### src/verilog/scpl_pkg.sv
/*
 * Package of the serializer control-pin block: register offsets, field
 * positions, reset values, serial framing lengths and the carrier types.
 * Assumes nothing of its surroundings; scpl_top refers to it by scope.
 */
`default_nettype none
package scpl_pkg;
	// Byte offsets of the bus-visible registers.
	localparam logic [7:0] OFF_PROC_DISABLE = 8'h00;
	localparam logic [7:0] OFF_CONTROL = 8'h04;
	localparam logic [7:0] OFF_STATUS = 8'h08;
	localparam logic [7:0] OFF_LAST_WRITE = 8'h0C;
	// Register numbers as seen through the serial host interface.
	localparam logic [6:0] SER_PROC_DISABLE = 7'h00;
	localparam logic [6:0] SER_CONTROL = 7'h01;
	localparam logic [6:0] SER_STATUS = 7'h02;
	// Field positions.
	localparam int H_CONFIG_BIT = 0;
	localparam int DETECT_SEL_BIT = 0;
	localparam int ST_TEST_MODE_BIT = 0;
	localparam int ST_OUT_EN_BIT = 1;
	localparam int ST_IO_EN_BIT = 2;
	localparam int ST_H_FLAG_BIT = 3;
	localparam int ST_SER_BUSY_BIT = 4;
	// Reset values and writable masks.
	localparam logic [15:0] PROC_DISABLE_RESET = 16'h0000;
	localparam logic [15:0] CONTROL_RESET = 16'h0000;
	localparam logic [15:0] CONTROL_MASK = 16'h0001;
	// Serial framing: a read flag and address, then one data word.
	localparam int SER_CMD_BITS = 8;
	localparam int SER_DATA_BITS = 16;
	localparam logic [4:0] SER_CMD_LAST = 5'h07;
	localparam logic [4:0] SER_DATA_LAST = 5'h0F;
	localparam logic [4:0] SER_COUNT_ZERO = 5'h00;
	localparam int SER_READ_FLAG_BIT = 7;
	// Serial host interface states, Gray coded in listing order; CMD to READ and WRITE to IDLE flip both bits.
	typedef enum logic [1:0] {
		SER_IDLE = 2'b00,
		SER_CMD = 2'b01,
		SER_WRITE = 2'b11,
		SER_READ = 2'b10
	} scpl_ser_e;
	// Asynchronous pins that travel together through the synchroniser.
	typedef struct packed {
		logic mode_test;
		logic sclk;
		logic cs_n;
		logic host_serial_in;
		logic out_en;
		logic io_en;
		logic pclk;
		logic h;
	} scpl_pins_s;
	localparam int PIN_COUNT = 8;
	// Serial clock, select and data in start at their idle high levels, so no false edge follows reset.
	localparam logic [7:0] PINS_RESET = 8'h70;
endpackage : scpl_pkg
`default_nettype wire

### src/verilog/scpl_top.sv
/*
 * Control-pin logic of a multi-rate video serializer: shared serial pins
 * for host register access or boundary-scan, the H timing flag, the
 * serial output stage enable, and an APB register slave.
 * Assumes one 25 MHz clock; every pin arrives asynchronously and is slow
 * enough against that clock for its edges to be found by sampling.
 */
// Chosen here: register access over APB and the register offsets.
// Behaviour
// - Host mode: serial out shifts register contents.
// - Test mode: serial out becomes scan TDO.
// - Host mode: serial in carries register writes.
// - Test mode: serial in becomes scan TDI.
// - H flag follows H input when enabled; control bit 0 set forces it low.
// - Host-writable H convention bit in register.
// - Enable pin low tristates both serial outputs.
// - Mode pin high selects test, low host.
`timescale 1ns/1ps
`default_nettype none
module scpl_top #(
	parameter int ADDR_W = 12
) (
	input wire logic CLK_IN,
	input wire logic RST_IN,
	// APB slave.
	input wire logic PSEL_IN,
	input wire logic PENABLE_IN,
	input wire logic PWRITE_IN,
	input wire logic [ADDR_W-1:0] PADDR_IN,
	input wire logic [31:0] PWDATA_IN,
	output logic [31:0] PRDATA_OUT,
	output logic PREADY_OUT,
	output logic PSLVERR_OUT,
	// Shared serial pins and mode select.
	input wire logic MODE_TEST_IN,
	input wire logic SCLK_IN,
	input wire logic CS_N_IN,
	input wire logic SHARED_SERIAL_IN_PIN_IN,
	output logic SHARED_SERIAL_OUT_PIN_OUT,
	output logic SHARED_SERIAL_OUT_PIN_OE_OUT,
	// Video timing side.
	input wire logic PCLK_IN,
	input wire logic H_IN,
	input wire logic IO_PROCESSING_ENABLE_PIN_IN,
	output logic H_FLAG_OUT,
	output logic H_CONFIG_OUT,
	// Serial output stage.
	input wire logic SERIAL_OUTPUT_ENABLE_PIN_IN,
	input wire logic SER_BIT_IN,
	output logic SDO_P_OUT,
	output logic SDO_N_OUT,
	output logic SDO_OE_OUT
);
	// Refuse an address bus too narrow for the register map.
	if (ADDR_W < 4) begin : g_addr_check
		$error("ADDR_W must be at least 4");
	end

	// Synchroniser stages; the first is read only by the second.
	scpl_pkg::scpl_pins_s pin_raw;
	scpl_pkg::scpl_pins_s pin_meta;
	scpl_pkg::scpl_pins_s pin_sync;
	scpl_pkg::scpl_pins_s pin_prev;

	// Software-visible registers.
	logic [15:0] proc_disable;
	logic [15:0] control;
	logic [15:0] last_write;
	logic [31:0] prdata;

	// Serial host interface state.
	scpl_pkg::scpl_ser_e ser_state;
	logic [4:0] ser_count;
	logic [7:0] ser_cmd;
	logic [15:0] ser_shift_in;
	logic [15:0] ser_shift_out;
	logic ser_write_pulse;
	logic [6:0] ser_write_addr;
	logic [15:0] ser_write_data;

	// Scan bypass stage and its output latch.
	logic scan_bypass;
	logic scan_tdo;

	// Video-side registers.
	logic h_sampled;
	logic h_flag;
	logic sdo_data;

	// Gather the asynchronous pins into one carrier.
	assign pin_raw = '{
		mode_test: MODE_TEST_IN,
		sclk: SCLK_IN,
		cs_n: CS_N_IN,
		host_serial_in: SHARED_SERIAL_IN_PIN_IN,
		out_en: SERIAL_OUTPUT_ENABLE_PIN_IN,
		io_en: IO_PROCESSING_ENABLE_PIN_IN,
		pclk: PCLK_IN,
		h: H_IN
	};

	// Two-flop synchroniser per pin plus a third stage for edge finding.
	always_ff @(posedge CLK_IN) begin
		if (RST_IN) begin
			pin_meta <= scpl_pkg::PINS_RESET;
			pin_sync <= scpl_pkg::PINS_RESET;
			pin_prev <= scpl_pkg::PINS_RESET;
		end else begin
			pin_meta <= pin_raw;
			pin_sync <= pin_meta;
			pin_prev <= pin_sync;
		end
	end

	// Mode decode and edge detection on the synchronised pins.
	wire test_mode = pin_sync.mode_test;
	wire host_mode = ~pin_sync.mode_test;
	wire sclk_rise = pin_sync.sclk & ~pin_prev.sclk;
	wire sclk_fall = ~pin_sync.sclk & pin_prev.sclk;
	wire pclk_rise = pin_sync.pclk & ~pin_prev.pclk;
	wire cs_active = host_mode & ~pin_sync.cs_n;
	wire ser_in_bit = pin_sync.host_serial_in;

	// Serial framing decode.
	wire cmd_done = (ser_state == scpl_pkg::SER_CMD) && (ser_count == scpl_pkg::SER_CMD_LAST);
	wire data_done = (ser_count == scpl_pkg::SER_DATA_LAST);
	wire [7:0] cmd_full = {ser_cmd[6:0], ser_in_bit};
	wire cmd_is_read = cmd_full[scpl_pkg::SER_READ_FLAG_BIT];
	wire [6:0] cmd_addr = cmd_full[6:0];

	// Status word built from live state.
	wire [15:0] status;
	assign status = {
		11'h000,
		ser_state != scpl_pkg::SER_IDLE,
		h_flag,
		pin_sync.io_en,
		pin_sync.out_en,
		test_mode
	};

	// Register read selection for the serial host interface.
	wire [15:0] ser_read_word;
	assign ser_read_word = (cmd_addr == scpl_pkg::SER_PROC_DISABLE) ? proc_disable :
		(cmd_addr == scpl_pkg::SER_CONTROL) ? control :
		(cmd_addr == scpl_pkg::SER_STATUS) ? status : 16'h0000;

	// Serial host state machine, stepped by the host's clock edges.
	always_ff @(posedge CLK_IN) begin
		if (RST_IN) begin
			ser_state <= scpl_pkg::SER_IDLE;
			ser_count <= scpl_pkg::SER_COUNT_ZERO;
			ser_cmd <= 8'h00;
			ser_shift_in <= 16'h0000;
		end else if (!cs_active) begin
			// Deselect or test mode aborts any partial frame.
			ser_state <= scpl_pkg::SER_IDLE;
			ser_count <= scpl_pkg::SER_COUNT_ZERO;
		end else if (sclk_rise) begin
			case (ser_state)
				scpl_pkg::SER_IDLE: begin
					ser_cmd <= {7'h00, ser_in_bit};
					ser_count <= 5'h01;
					ser_state <= scpl_pkg::SER_CMD;
				end
				scpl_pkg::SER_CMD: begin
					ser_cmd <= cmd_full;
					ser_count <= cmd_done ? scpl_pkg::SER_COUNT_ZERO : ser_count + 5'h01;
					if (cmd_done) begin
						ser_state <= cmd_is_read ? scpl_pkg::SER_READ : scpl_pkg::SER_WRITE;
					end
				end
				scpl_pkg::SER_WRITE: begin
					ser_shift_in <= {ser_shift_in[14:0], ser_in_bit};
					ser_count <= data_done ? scpl_pkg::SER_COUNT_ZERO : ser_count + 5'h01;
					if (data_done) begin
						ser_state <= scpl_pkg::SER_IDLE;
					end
				end
				default: begin
					ser_count <= data_done ? scpl_pkg::SER_COUNT_ZERO : ser_count + 5'h01;
					if (data_done) begin
						ser_state <= scpl_pkg::SER_IDLE;
					end
				end
			endcase
		end
	end

	// A completed write frame becomes a one-cycle register write.
	assign ser_write_pulse = cs_active & sclk_rise & data_done & (ser_state == scpl_pkg::SER_WRITE);
	assign ser_write_addr = ser_cmd[6:0];
	assign ser_write_data = {ser_shift_in[14:0], ser_in_bit};

	// Read shifter: loaded when the command ends, advanced on falling edges.
	always_ff @(posedge CLK_IN) begin
		if (RST_IN) begin
			ser_shift_out <= 16'h0000;
		end else if (cs_active && sclk_rise && cmd_done && cmd_is_read) begin
			ser_shift_out <= ser_read_word;
		end else if (cs_active && sclk_fall && ser_state == scpl_pkg::SER_READ && ser_count != scpl_pkg::SER_COUNT_ZERO) begin
			ser_shift_out <= {ser_shift_out[14:0], 1'b0};
		end
	end

	// Scan bypass: TDI captured on rising test clock, TDO on falling.
	always_ff @(posedge CLK_IN) begin
		if (RST_IN) begin
			scan_bypass <= 1'b0;
			scan_tdo <= 1'b0;
		end else if (test_mode) begin
			if (sclk_rise) begin
				scan_bypass <= ser_in_bit;
			end
			if (sclk_fall) begin
				scan_tdo <= scan_bypass;
			end
		end
	end

	// Shared serial output pin: register data in host mode, TDO in test mode.
	always_ff @(posedge CLK_IN) begin
		if (RST_IN) begin
			SHARED_SERIAL_OUT_PIN_OUT <= 1'b0;
			SHARED_SERIAL_OUT_PIN_OE_OUT <= 1'b0;
		end else begin
			SHARED_SERIAL_OUT_PIN_OUT <= test_mode ? scan_tdo : ser_shift_out[15];
			SHARED_SERIAL_OUT_PIN_OE_OUT <= test_mode | (cs_active & ser_state == scpl_pkg::SER_READ);
		end
	end

	// APB decode; every access completes in its first access cycle.
	wire apb_access = PSEL_IN & PENABLE_IN;
	wire [7:0] apb_off = 8'(PADDR_IN);
	wire addr_upper_zero = (PADDR_IN >> 8) == '0;
	wire hit_proc = addr_upper_zero && (apb_off == scpl_pkg::OFF_PROC_DISABLE);
	wire hit_ctrl = addr_upper_zero && (apb_off == scpl_pkg::OFF_CONTROL);
	wire hit_stat = addr_upper_zero && (apb_off == scpl_pkg::OFF_STATUS);
	wire hit_last = addr_upper_zero && (apb_off == scpl_pkg::OFF_LAST_WRITE);
	wire apb_mapped = hit_proc | hit_ctrl | hit_stat | hit_last;
	wire apb_wr = apb_access & PWRITE_IN;
	wire ser_wr_proc = ser_write_pulse && (ser_write_addr == scpl_pkg::SER_PROC_DISABLE);
	wire ser_wr_ctrl = ser_write_pulse && (ser_write_addr == scpl_pkg::SER_CONTROL);
	assign PREADY_OUT = 1'b1;
	assign PSLVERR_OUT = apb_access & ~apb_mapped;
	assign PRDATA_OUT = prdata;

	// Read data mux for the APB side.
	wire [31:0] next_prdata;
	assign next_prdata = hit_proc ? {16'h0000, proc_disable} :
		hit_ctrl ? {16'h0000, control} :
		hit_stat ? {16'h0000, status} :
		hit_last ? {16'h0000, last_write} : 32'h0000_0000;

	// Read data is registered in the setup cycle, ready in the access cycle.
	always_ff @(posedge CLK_IN) begin
		if (RST_IN) begin
			prdata <= 32'h0000_0000;
		end else if (PSEL_IN && !PENABLE_IN && !PWRITE_IN) begin
			prdata <= next_prdata;
		end
	end

	// Register writes; the serial host wins a same-cycle collision.
	always_ff @(posedge CLK_IN) begin
		if (RST_IN) begin
			proc_disable <= scpl_pkg::PROC_DISABLE_RESET;
			control <= scpl_pkg::CONTROL_RESET;
			last_write <= 16'h0000;
		end else begin
			if (ser_wr_proc) begin
				proc_disable <= ser_write_data;
			end else if (apb_wr && hit_proc) begin
				proc_disable <= PWDATA_IN[15:0];
			end
			if (ser_wr_ctrl) begin
				control <= ser_write_data & scpl_pkg::CONTROL_MASK;
			end else if (apb_wr && hit_ctrl) begin
				control <= PWDATA_IN[15:0] & scpl_pkg::CONTROL_MASK;
			end
			if (ser_write_pulse) begin
				last_write <= ser_write_data;
			end
		end
	end

	// Convention and detect selection feeding the timing logic.
	wire h_config = proc_disable[scpl_pkg::H_CONFIG_BIT];
	wire timing_detect_select = control[scpl_pkg::DETECT_SEL_BIT];
	wire next_h_flag = h_sampled & pin_sync.io_en & ~timing_detect_select;

	// H is taken at each rising parallel clock edge, aligned with its word.
	always_ff @(posedge CLK_IN) begin
		if (RST_IN) begin
			h_sampled <= 1'b0;
			h_flag <= 1'b0;
			H_CONFIG_OUT <= 1'b0;
		end else begin
			if (pclk_rise) begin
				h_sampled <= pin_sync.h;
			end
			h_flag <= next_h_flag;
			H_CONFIG_OUT <= h_config;
		end
	end
	assign H_FLAG_OUT = h_flag;

	// Serial output stage: data registered, enable from the pin.
	always_ff @(posedge CLK_IN) begin
		if (RST_IN) begin
			sdo_data <= 1'b0;
			SDO_OE_OUT <= 1'b0;
		end else begin
			sdo_data <= SER_BIT_IN;
			SDO_OE_OUT <= pin_sync.out_en;
		end
	end
	assign SDO_P_OUT = sdo_data;
	assign SDO_N_OUT = ~sdo_data;
endmodule : scpl_top
`default_nettype wire
### config.mk
export PLATFORM = sky130hd
export DESIGN_NAME = scpl_top
export DESIGN_NICKNAME = d
export VERILOG_FILES = /design/src/verilog/scpl_pkg.sv /design/src/verilog/scpl_top.sv
export SDC_FILE = /design/constraint.sdc
export NUM_CORES = 1
export LEC_CHECK = 0
export BUFFER_PORTS_ARGS = -buffer_cell sky130_fd_sc_hd__buf_2
export CORE_ASPECT_RATIO = 1.1
export CORE_UTILIZATION = 50
export DETAILED_ROUTE_END_ITERATION = 7
export PLACE_DENSITY = 0.72
export SYNTH_ARGS = -nofsm -noshare
export SYNTH_HDL_FRONTEND = slang
export SYNTH_SLANG_ARGS = --single-unit
### constraint.sdc
create_clock -name CLK_IN -period 2.7 [get_ports CLK_IN]
set_clock_uncertainty 0.2 [all_clocks]
set_input_delay 0.54 -clock CLK_IN [delete_from_list [all_inputs] [get_ports CLK_IN]]
set_output_delay 0.54 -clock CLK_IN [all_outputs]
set_load 0.01 [all_outputs]
* After elaboration in Yosys (flattened, before gate mapping)
Cells that the tools add are included.
** Cells by class
- $add $sub $neg :: 1
- Multiply operators :: 0
- Divide/modulo/power cells :: 0
- Magnitude comparators :: 0
- Equal/unequal tests :: 12
- Shift-type cells :: 0
- Muxes and demuxes :: 22
- Bitwise operators :: 26
- Reductions and logical operators :: 37
** Operator list (number)
- 16-bit 2-to-1 mux :: 9
- 5-bit 2-to-1 mux :: 4
- 1-bit logical AND :: 17
- 8-bit by 4-bit equality test with 1-bit output, second input constant :: 2
- 7-bit by 1-bit equality test with 1-bit output, second input constant :: 2
- 7-bit logical NOT :: 2
- 7-bit one-hot mux with 2 select lines :: 1
- 1-bit bitwise AND :: 13
- 12-bit logical NOT :: 1
- 5-bit one-hot mux with 2 select lines :: 1
- 2-bit nonzero test :: 5
- 1-bit NOT :: 9
- 3-bit AND reduction :: 3
- 8-bit by 3-bit equality test with 1-bit output, second input constant :: 1
- 8-bit logical NOT :: 1
- 7-bit by 2-bit equality test with 1-bit output, second input constant :: 1
- 5-bit by 1-bit adder with 5-bit output, second input constant :: 1
- 5-bit by 3-bit equality test with 1-bit output, second input constant :: 1
- 5-bit by 4-bit equality test with 1-bit output, second input constant :: 1
- 5-bit nonzero test :: 1
- 2-bit equality test, second input constant :: 2
- 1-bit 2-to-1 mux :: 4
- 2-bit 2-to-1 mux :: 2
- 1-bit OR :: 4
- other kinds (8) :: 10
** Storage, ports and cells
- Register bits :: 137
- Latch bits :: 0
- Memory bits (writable) :: 0
- ROM bits :: 0
- Input bits :: 58
- Output and inout port bits :: 41
- Word-level logic and storage cells :: 134
- Memories kept :: 0

* Logic depth before layout (Yosys ltp)
Gate-level depths: netlist (run 1).
- Word-level depth :: 7
- Depth in mapped cells :: 9
- Mapped depth without buffers :: 7

* Least setup slack after synthesis (run 1)
Ideal clock, no wire load.
- Path kind :: input to register
- Start point :: input port PADDR_IN[5]
- End point :: register proc_disable[10]
- Library setup time :: 0.133 ns
- Arrival :: 1.983 ns
- Data required time :: 2.367 ns
- Path slack :: 0.385 ns
- Cell stages on the path :: 6
- Buffers on the path :: 2
- Cells stage by stage :: or4_4 -> nor4_2 -> buf_6 -> buf_12 -> mux2i_1 -> a21oi_1
** Between the ends
- Word-level cells in the longest chain between the ends :: 4
** Ends and longest elaborated chain
- from (decl) :: line scpl_top.sv:29 : input wire logic [ADDR_W-1:0] PADDR_IN,
- 8-bit logical NOT :: line scpl_top.sv:236 : wire hit_proc = addr_upper_zero && (apb_off == scpl_pkg::OFF_PROC_DISABLE);
- 1-bit logical AND :: line scpl_top.sv:236
- 1-bit logical AND :: line scpl_top.sv:273 : end else if (apb_wr && hit_proc) begin
- 2-bit nonzero test (no line)
- to (signal assigned) :: line scpl_top.sv:267 : proc_disable <= scpl_pkg::PROC_DISABLE_RESET;
- to (signal assigned) :: line scpl_top.sv:272 : proc_disable <= ser_write_data;
- to (signal assigned) :: line scpl_top.sv:274 : proc_disable <= PWDATA_IN[15:0];
- to (decl) :: line scpl_top.sv:66 : logic [15:0] proc_disable;
Every way passes these cells.
A chain may end at the register's enable or synchronous reset.

* Worst setup path after layout (run 1)
- Start point :: input port PADDR_IN[9]
- End point :: output port PSLVERR_OUT
** Between the ends
- Word-level cells in the longest chain between the ends :: 7
- Elaborated cells on any way between the ends :: 10
- Classes of those cells :: bitwise (5); reduce/logical (5)
** Ends and longest elaborated chain
- 12-bit logical NOT * :: line scpl_top.sv:235 : wire addr_upper_zero = (PADDR_IN >> 8) == '0;
- 1-bit logical AND, on equally long branches :: line scpl_top.sv:236, scpl_top.sv:237
- 1-bit OR (2 in series) :: line scpl_top.sv:240 : wire apb_mapped = hit_proc | hit_ctrl | hit_stat | hit_last;
- 1-bit OR * :: line scpl_top.sv:240
- 1-bit NOT * :: line scpl_top.sv:245 : assign PSLVERR_OUT = apb_access & ~apb_mapped;
- 1-bit bitwise AND * :: line scpl_top.sv:245
- to (decl) :: line scpl_top.sv:33 : output logic PSLVERR_OUT,
Every way passes the cells marked *; elsewhere a longest branch is shown, timed or not.

==> metrics.log, run 1 <==
INFO  metric p_leak = 2.42 nW
INFO  metric final-max-slew-violation-count = 0
INFO  metric layout_commonest_cell = dfxtp_1
INFO  metric route.detailed.drc = 0
INFO  metric overflow = 0
INFO  metric place.port_buffers = 65
INFO  metric antenna-diode-count = 0
INFO  metric drt_iter0_drc = 320
INFO  metric switching_share = 23.3%
INFO  metric layout-area-overhead-vs-synth = 18.9%
INFO  metric yosysSeqAreaShare = 46.0%
INFO  metric cts.repair_timing.setup_buffer_count = 0
INFO  metric postRouteWirelength = 13.1 mm
INFO  metric power.share.clock = 51.8%
INFO  metric setup-violations-final = 0
INFO  metric layout.nets = 736
INFO  metric first_global_vias = 4,334
INFO  metric die_x = 99.8 um
INFO  metric antenna_found_initial = 0
INFO  metric row_count = 38
INFO  metric track_usage = 25.3%
INFO  metric min-delay-start = H_IN
INFO  metric drive_above_1_share = 20.1%
INFO  metric crit_slowest_cell = or4_4
INFO  metric critPathLaunchType = primary input
INFO  metric grt_setup_unrepaired = false
INFO  metric synthCells = 613
INFO  metric dr_total_vias = 4,618
INFO  metric timing.hold.worst.class = primary input to flip-flop
INFO  metric final_antenna_violating_net_count = 0
INFO  metric area_of_the_die = 0.0109 mm2
INFO  metric dieHeight = 110 um
INFO  metric timing.final.crit_period = 2490 ps
INFO  metric design_area = 0.00626 mm2
INFO  metric path_max_fanout = 5
INFO  metric status = completed
INFO  metric tritoncts = done
INFO  metric reg2reg_from = ser_count[0]
INFO  metric clock_insertion_delay_worst_skew = 530 ps
INFO  metric total_power = 4.16 mW
INFO  metric crit_arrival = 1750 ps
INFO  metric cts.sink_count = 121
INFO  metric cp-end-kind = output pin
INFO  metric max_slew_margin = 54.8%
INFO  metric min_delay_worst_endpoint = pin_meta[0]
INFO  metric p_seq_share = 43.9%
INFO  metric grt_first_pass_wirelength = 21.1 mm
INFO  metric crit_required = 1960 ps
INFO  metric finalSetupTns = 0 ps
INFO  metric synth_warnings = 0
INFO  metric io_pins = 99
INFO  metric ff2ff_path_depth = 8
INFO  metric core-area = 0.0100 mm2
INFO  metric power-per-cell-area = 665 mW/mm2
INFO  metric period_share = 92.1%
INFO  metric rrSetupSlack = 310 ps
INFO  metric regToRegEndpoint = proc_disable[12]
INFO  metric synth-async-reset-ratio = 0%
INFO  metric postSynth.topFlopCell = dfxtp_1
INFO  metric fin_ws = 213 ps
INFO  metric gp_congestion = 0.870
INFO  metric hold_violations = 0
INFO  metric synthesis.area_per_instance = 8.59 um2
INFO  metric ys_seq_elements = 121
INFO  metric ctsRootBufferMaster = clkbuf_8
INFO  metric cp_common_cell = buf_2
INFO  metric mostFrequentLayoutCells = dfxtp_1 (121), nand2_1 (96), a21oi_1 (86)
INFO  metric viasPerCell = 5.58
INFO  metric clockBufferDepth = 2
INFO  metric drt_first_pass_iters = 6
INFO  metric post_detailed_route_wirelength_per_cell = 15.9 um
INFO  metric initial_utilization = 52.5%
INFO  metric pre_cts_slack = 144 ps
INFO  metric max_clock_freq = 402 MHz
INFO  metric cts-buffers-inserted = 17
INFO  metric path_cells = buf_2 -> or4_4 -> nor3_1 -> buf_4 -> nor2_1 -> buf_2
INFO  metric dpl-instance-area = 0.00566 mm2
INFO  metric synth-edff-count = 0
INFO  metric cts_htree_levels = 4
INFO  metric net-switching-power = 0.967 mW
INFO  metric max_stage_delay = 610 ps
INFO  metric worstHoldPathCells = 2
INFO  metric proportion_of_power_drawn_by_combinational_gates = 4.3%
INFO  metric maxCapViolations = 0
INFO  metric timing_worst_slew_pin_value = 676 ps
INFO  metric worst-setup-path-type = primary input to output pin
INFO  metric internal_power = 3.19 mW
INFO  metric post_synth_instance_area = 0.00526 mm2
INFO  metric cts.clk_slew.worst_paths = 60 ps
INFO  metric detailedPlacementHpwl = 8.95 mm
INFO  metric worst_case_vdd_ir_drop = 0.380 mV
INFO  metric largest_net_degree_at_the_start_of_global_routing = 47
INFO  metric synthDistinctLibCells = 55
## logic make-up after synthesis
family                   after synthesis  synth area share, %
multiplexers                          28                 5.63
AND/OR/NAND/NOR                      215                 20.9
adder cells (fa/ha/maj)                4                0.951
AO/OA/AOI/OAI                        168                 19.1
flip-flops                           121                 46.0
other                                  2                0.143
buffers and inverters                 75                 7.23
## layout make-up
class | instances | area (um2)
fillers | 817 | 3770
multi-input cells | 432 | 2530
flip-flops and latches | 121 | 2420
repair buffers | 86 | 503
clock buffers | 17 | 414
well taps | 140 | 175
clock inverters | 15 | 153
inverters | 16 | 60.1
## flip-flops by register name, summed over array words and instances, names as in the netlist, 2 cells and up
register	flops
last_write	16
proc_disable	16
PRDATA_OUT	16
ser_shift_in	15
ser_shift_out	16
pin_prev	2
pin_meta	8
ser_cmd	7
ser_state	2
pin_sync	6
ser_count	5
## worst max-delay path: cells and delay by family
kind | cells | cell delay [ps]
buf+inv | 3 | 370
simple gates | 3 | 830
## cells in the mapped netlist (all sizes together) (2+ instances only)
library cell | instances | area [um2]
a311oi | 11 | 96.3
nand4 | 3 | 25.0
dfxtp | 121 | 2420
inv | 15 | 56.3
conb | 2 | 7.51
buf | 29 | 208
nand2 | 96 | 360
nor2b | 16 | 100
o31ai | 15 | 113
or4 | 3 | 30.0
nand3b | 2 | 15.0
a21oi | 86 | 430
and4 | 2 | 17.5
or4b | 2 | 20.0
a221oi | 4 | 35.0
clkbuf | 30 | 113
mux2i | 24 | 240
a21o | 2 | 15.0
nor4bb | 2 | 20.0
nor3 | 3 | 15.0
ha | 4 | 50.1
nand3 | 26 | 130
mux2 | 3 | 33.8
o21ai | 24 | 120
and2 | 5 | 31.3
nor4 | 5 | 52.6
a22oi | 6 | 45.0
a31oi | 6 | 37.5
nor2 | 29 | 109
or2 | 8 | 50.1
and3 | 8 | 50.1
nor4b | 2 | 47.6
a211oi | 8 | 60.1
## metrics by stage
step | instances | hold slack (ps) | utilization, %
2_1_floorplan | 628 | 189 | -
3_3_place_gp | 792 | 194 | 56.4
3_5_place_dp | 792 | 205 | 56.4
4_1_cts | 827 | 14.7 | 62.3
5_1_grt | 827 | 17.8 | 62.4
6_report | 827 | 23.8 | 62.4
## layer usage
metal	global-route usage (%)	share of wire, %	vias up
li1	-	-	2248
met1	31.1	43	2164
met2	41.5	48	183
met3	7.18	6.9	23
met4	11.2	2.0	0
met5	0	0	-
## power groups by stage
stage | clock, mW | sequential [mW] | combinational, mW
2_1_floorplan | 0 | 1.86 | 0.115
3_5_place_dp | 0 | 1.86 | 0.174
4_1_cts | 2.17 | 1.83 | 0.178
3_3_place_gp | 0 | 1.86 | 0.172
6_report | 2.15 | 1.83 | 0.179
5_1_grt | 2.26 | 1.83 | 0.196
## worst max path at each step
stage	startpoint	end	cells past startpoint
floorplan	PADDR_IN[5]	proc_disable[10]	6
global placement	PADDR_IN[5]	proc_disable[11]	7
detailed placement	PADDR_IN[5]	proc_disable[11]	7
CTS	ser_count[0]	proc_disable[9]	7
global route	PADDR_IN[9]	PSLVERR_OUT	6
finish	PADDR_IN[9]	PSLVERR_OUT	6
## repair_timing
action / CTS / global route
endpoints found under the hold margin: 3 / 0
hold buffers: 3 / 0
gates resized for setup: 0 / 1
endpoints found under the setup margin: 0 / 15
Note: power is estimated with default switching activity, not from simulation.
==> run 2: changes to the inputs <==
CORE_MARGIN = 8   (was default)
==> metrics.log, run 2 (synthesis gave the netlist of run 1 again) <==
INFO  metric status = completed
INFO  metric dr_total_vias = 4,678
INFO  metric path_max_fanout = 5
INFO  metric fin_ws = 208 ps
INFO  metric clockBufferDepth = 2
INFO  metric drive_above_1_share = 20.1%
INFO  metric drt_iter0_drc = 395
INFO  metric period_share = 92.3%
INFO  metric mostFrequentLayoutCells = dfxtp_1 (121), nand2_1 (96), a21oi_1 (86)
INFO  metric viasPerCell = 5.65
INFO  metric overflow = 0
INFO  metric largest_net_degree_at_the_start_of_global_routing = 49
INFO  metric timing_worst_slew_pin_value = 709 ps
INFO  metric gp_congestion = 0.841
INFO  metric final-max-slew-violation-count = 0
INFO  metric cts_htree_levels = 4
INFO  metric start_point_of_the_critical_path = PADDR_IN[9]
INFO  metric cts-buffers-inserted = 17
INFO  metric track_usage = 20.5%
INFO  metric postRouteWirelength = 14.3 mm
INFO  metric utilization = 60.9%
INFO  metric core-area = 0.0103 mm2
INFO  metric reg2reg_from = ser_count[0]
INFO  metric layout-area-overhead-vs-synth = 19.8%
INFO  metric max_slew_margin = 52.6%
INFO  metric p_leak = 2.45 nW
INFO  metric route.detailed.drc = 0
INFO  metric crit_path_end = PSLVERR_OUT
INFO  metric max_clock_freq = 401 MHz
INFO  metric grt_first_pass_wirelength = 22.8 mm
INFO  metric rrSetupSlack = 310 ps
INFO  metric cts.clk_slew.worst_paths = 60 ps
INFO  metric cp-end-kind = output pin
INFO  metric area_of_the_die = 0.0141 mm2
INFO  metric power.share.clock = 54.6%
INFO  metric antenna-diode-count = 0
INFO  metric net-switching-power = 0.964 mW
INFO  metric ff2ff_path_depth = 8
INFO  metric cts.sink_count = 121
INFO  metric hold_violations = 0
INFO  metric crit_arrival = 1750 ps
INFO  metric regToRegEndpoint = control[0]
INFO  metric crit_required = 1960 ps
INFO  metric timing.hold.worst.class = primary input to flip-flop
INFO  metric holdBufCountCts = 0
INFO  metric grt_setup_unrepaired = false
INFO  metric internal_power = 3.45 mW
INFO  metric postCtsResizedCells = 0
INFO  metric worst-setup-path-type = primary input to output pin
INFO  metric layout_commonest_cell = dfxtp_1
INFO  metric finalSetupTns = 0 ps
INFO  metric drt_first_pass_iters = 5
INFO  metric clock_insertion_delay_worst_skew = 420 ps
INFO  metric p_seq_share = 41.4%
INFO  metric layout.nets = 734
INFO  metric dpl-instance-area = 0.00567 mm2
INFO  metric antenna_found_initial = 0
INFO  metric worst_case_vdd_ir_drop = 0.619 mV
INFO  metric die_x = 114 um
INFO  metric place.port_buffers = 65
INFO  metric cts.repair_timing.setup_buffer_count = 0
INFO  metric row_count = 39
INFO  metric setup-violations-final = 0
INFO  metric tritoncts = done
INFO  metric detailedPlacementHpwl = 9.66 mm
INFO  metric pre_cts_slack = 138 ps
INFO  metric proportion_of_power_drawn_by_combinational_gates = 4.0%
INFO  metric io_pins = 99
INFO  metric power-per-cell-area = 700 mW/mm2
INFO  metric maxCapViolations = 0
INFO  metric switching_share = 21.8%
INFO  metric critPathLaunchType = primary input
INFO  metric design_area = 0.00630 mm2
INFO  metric initial_utilization = 50.9%
INFO  metric post_detailed_route_wirelength_per_cell = 17.3 um
INFO  metric timing.final.crit_period = 2490 ps
INFO  metric dieHeight = 124 um
INFO  metric total_power = 4.41 mW
INFO  metric first_global_vias = 4,562
INFO  metric final_antenna_violating_net_count = 0
INFO  metric ctsRootBufferMaster = clkbuf_16
[run 2: layout make-up]
cell class / count / area (um2)
timing repair buffer: 84 / 480
clock buffer: 18 / 439
multi-input combinational: 432 / 2530
tap: 143 / 179
sequential: 121 / 2420
fill: 930 / 4040
clock inverter: 14 / 196
inverter: 16 / 60.1
[run 2: worst min path at each step]
stage | from | to | cells after the start
final | SCLK_IN | pin_meta[6] | 2
after global routing | CS_N_IN | pin_meta[5] | 2
after CTS | CS_N_IN | pin_meta[5] | 2
after detailed placement | pin_meta[6] | pin_sync[6] | 1
after global placement | pin_meta[5] | pin_sync[5] | 1
after floorplan | pin_meta[5] | pin_sync[5] | 1
[run 2: per-layer routing]
layer,global-route usage [%],vias up,part of all wire [%]
li1,-,2244,-
met1,24.1,2210,41
met2,34.8,198,50
met3,5.53,26,7.2
met4,8.99,0,2.1
met5,0,-,0
[run 2: stage by stage]
stage                     cells  hold slack [ps]
after floorplan             628              189
after global placement      796              194
after detailed placement    796              196
after CTS                   828             92.5
after global routing        828             97.1
final                       828             99.8
[run 2: worst max-delay path, cell delays in order]
cell	delay, ps
buf_2	100
or4_4	600
nor3_1	190
buf_4	160
nor2_1	40
buf_2	130
[run 2: power groups by stage]
stage / registers, mW / logic [mW] / clock network, mW
4_1_cts: 1.83 / 0.174 / 2.44
3_3_place_gp: 1.86 / 0.169 / 0
2_1_floorplan: 1.86 / 0.115 / 0
6_report: 1.83 / 0.175 / 2.41
3_5_place_dp: 1.87 / 0.173 / 0
5_1_grt: 1.83 / 0.191 / 2.52
==> run 3: changes to the inputs <==
--- a/constraint.sdc
+++ b/constraint.sdc
@@ -4,2 +4,2 @@
 set_output_delay 0.54 -clock CLK_IN [all_outputs]
-set_load 0.01 [all_outputs]
+set_load 0.02 [all_outputs]
==> metrics.log, run 3 (synthesis gave the netlist of run 1 again) <==
INFO  metric clock_insertion_delay_worst_skew = 410 ps
INFO  metric tritoncts = done
INFO  metric viasPerCell = 5.68
INFO  metric cts-buffers-inserted = 17
INFO  metric dpl.cell_count = 796
INFO  metric filler_cell_count = 922
INFO  metric hold-worst-slack = 113 ps
INFO  metric max_clock_freq = 391 MHz
INFO  metric period_share = 94.8%
INFO  metric largest_net_degree_at_the_start_of_global_routing = 45
INFO  metric setup-violations-final = 0
INFO  metric overflow = 0
INFO  metric final-max-slew-violation-count = 0
INFO  metric mostFrequentLayoutCells = dfxtp_1 (121), nand2_1 (96), a21oi_1 (86)
INFO  metric route.detailed.drc = 0
INFO  metric drt_iter0_drc = 419
INFO  metric die_x = 114 um
INFO  metric timing.final.crit_period = 2560 ps
INFO  metric drive_above_1_share = 19.8%
INFO  metric antenna-diode-count = 0
INFO  metric grt_setup_unrepaired = false
INFO  metric worst-setup-path-type = primary input to output pin
INFO  metric pre_cts_slack = 147 ps
INFO  metric grt_first_pass_wirelength = 23.1 mm
INFO  metric p_leak = 2.43 nW
INFO  metric worst_case_vdd_ir_drop = 0.513 mV
INFO  metric net-switching-power = 0.918 mW
INFO  metric status = completed
INFO  metric clockBufferDepth = 2
INFO  metric detailedPlacementHpwl = 9.78 mm
INFO  metric groute.layer.met3.usage = 3.98%
INFO  metric ctsRootBufferMaster = clkbuf_16
INFO  metric finalSetupTns = 0 ps
INFO  metric final_antenna_violating_net_count = 0
INFO  metric cts.sink_count = 121
INFO  metric layoutNonFillerInstCount = 826
INFO  metric hold_violations = 0
INFO  metric gp_congestion = 0.852
INFO  metric busiest_layer = met2
INFO  metric crit_arrival = 1820 ps
INFO  metric antenna_found_initial = 0
INFO  metric area_of_the_die = 0.0141 mm2
INFO  metric cts.clk_slew.worst_paths = 50 ps
INFO  metric utilization = 60.4%
INFO  metric holdBufCountCts = 0
INFO  metric maxCapViolations = 0
INFO  metric dieHeight = 124 um
INFO  metric crit_required = 1960 ps
INFO  metric power-per-cell-area = 678 mW/mm2
INFO  metric fin_ws = 141 ps
INFO  metric timing.hold.worst.class = primary input to flip-flop
INFO  metric proportion_of_power_drawn_by_combinational_gates = 4.6%
INFO  metric timing_worst_slew_pin_value = 674 ps
INFO  metric internal_power = 3.32 mW
INFO  metric initial_utilization = 50.9%
INFO  metric row_count = 39
INFO  metric critPathLaunchType = primary input
INFO  metric first_global_vias = 4,567
INFO  metric post_detailed_route_wirelength_per_cell = 17.4 um
INFO  metric cp-end-kind = output pin
INFO  metric layout-area-overhead-vs-synth = 18.7%
INFO  metric cts.repair_timing.setup_buffer_count = 0
INFO  metric core-area = 0.0103 mm2
INFO  metric track_usage = 20.8%
INFO  metric drt_first_pass_iters = 5
INFO  metric total_power = 4.23 mW
INFO  metric switching_share = 21.7%
INFO  metric path_max_fanout = 5
INFO  metric dpl-instance-area = 0.00567 mm2
INFO  metric design_area = 0.00625 mm2
INFO  metric postRouteWirelength = 14.3 mm
INFO  metric p_seq_share = 43.2%
INFO  metric dr_total_vias = 4,691
INFO  metric cts_htree_levels = 4
INFO  metric layout.nets = 734
INFO  metric postCtsResizedCells = 0
INFO  metric max_slew_margin = 55.0%
INFO  metric power.share.clock = 52.2%
INFO  metric io_pins = 99
INFO  metric globalRouteMet1Util = 23.9%
INFO  metric place.port_buffers = 65
INFO  metric layout_commonest_cell = dfxtp_1
INFO  metric grt.met2_usage = 37.1%
[run 3: changes by cell type in the layout (fill, tap and decap cells not counted), sizes merged]
cell / delta
bufinv: -2
clkbuf: +4
clkinv: -1
clkinvlp: -1
inv: -2
[run 3: metal layers]
metal | vias up | wire (um)
met4 | 0 | 187
met1 | 2269 | 5960
met2 | 161 | 7430
met3 | 13 | 748
met5 | - | 0
li1 | 2248 | -
[run 3: final timing paths]
kind                start            end  slack (ps)  cells after the start
max           PADDR_IN[9]    PSLVERR_OUT         140                      6
min               CS_N_IN    pin_meta[5]         110                      2
max reg2reg  ser_count[0]  last_write[0]         290                      8
min reg2reg   pin_meta[5]    pin_sync[5]         210                      1
[run 3: cell type report]
class                      count  area [um2]  area share (%)
timing repair buffer          84         480            7.69
clock inverter                 8        95.1            1.52
tap                          143         179            2.86
clock buffer                  22         484            7.75
inverter                      16        60.1           0.961
multi-input combinational    432        2530            40.4
sequential                   121        2420            38.8
[run 3: power groups by stage]
stage	sequential [mW]	combinational, mW	clock (mW)
2_1_floorplan	1.87	0.127	0
3_3_place_gp	1.86	0.190	0
3_5_place_dp	1.86	0.193	0
4_1_cts	1.83	0.194	2.23
5_1_grt	1.83	0.210	2.30
6_report	1.83	0.195	2.21
[run 3: critical path, stage by stage]
cell	delay, ps
buf_2	100
or4_4	610
nor3_1	220
buf_4	160
nor2_1	40
buf_2	150
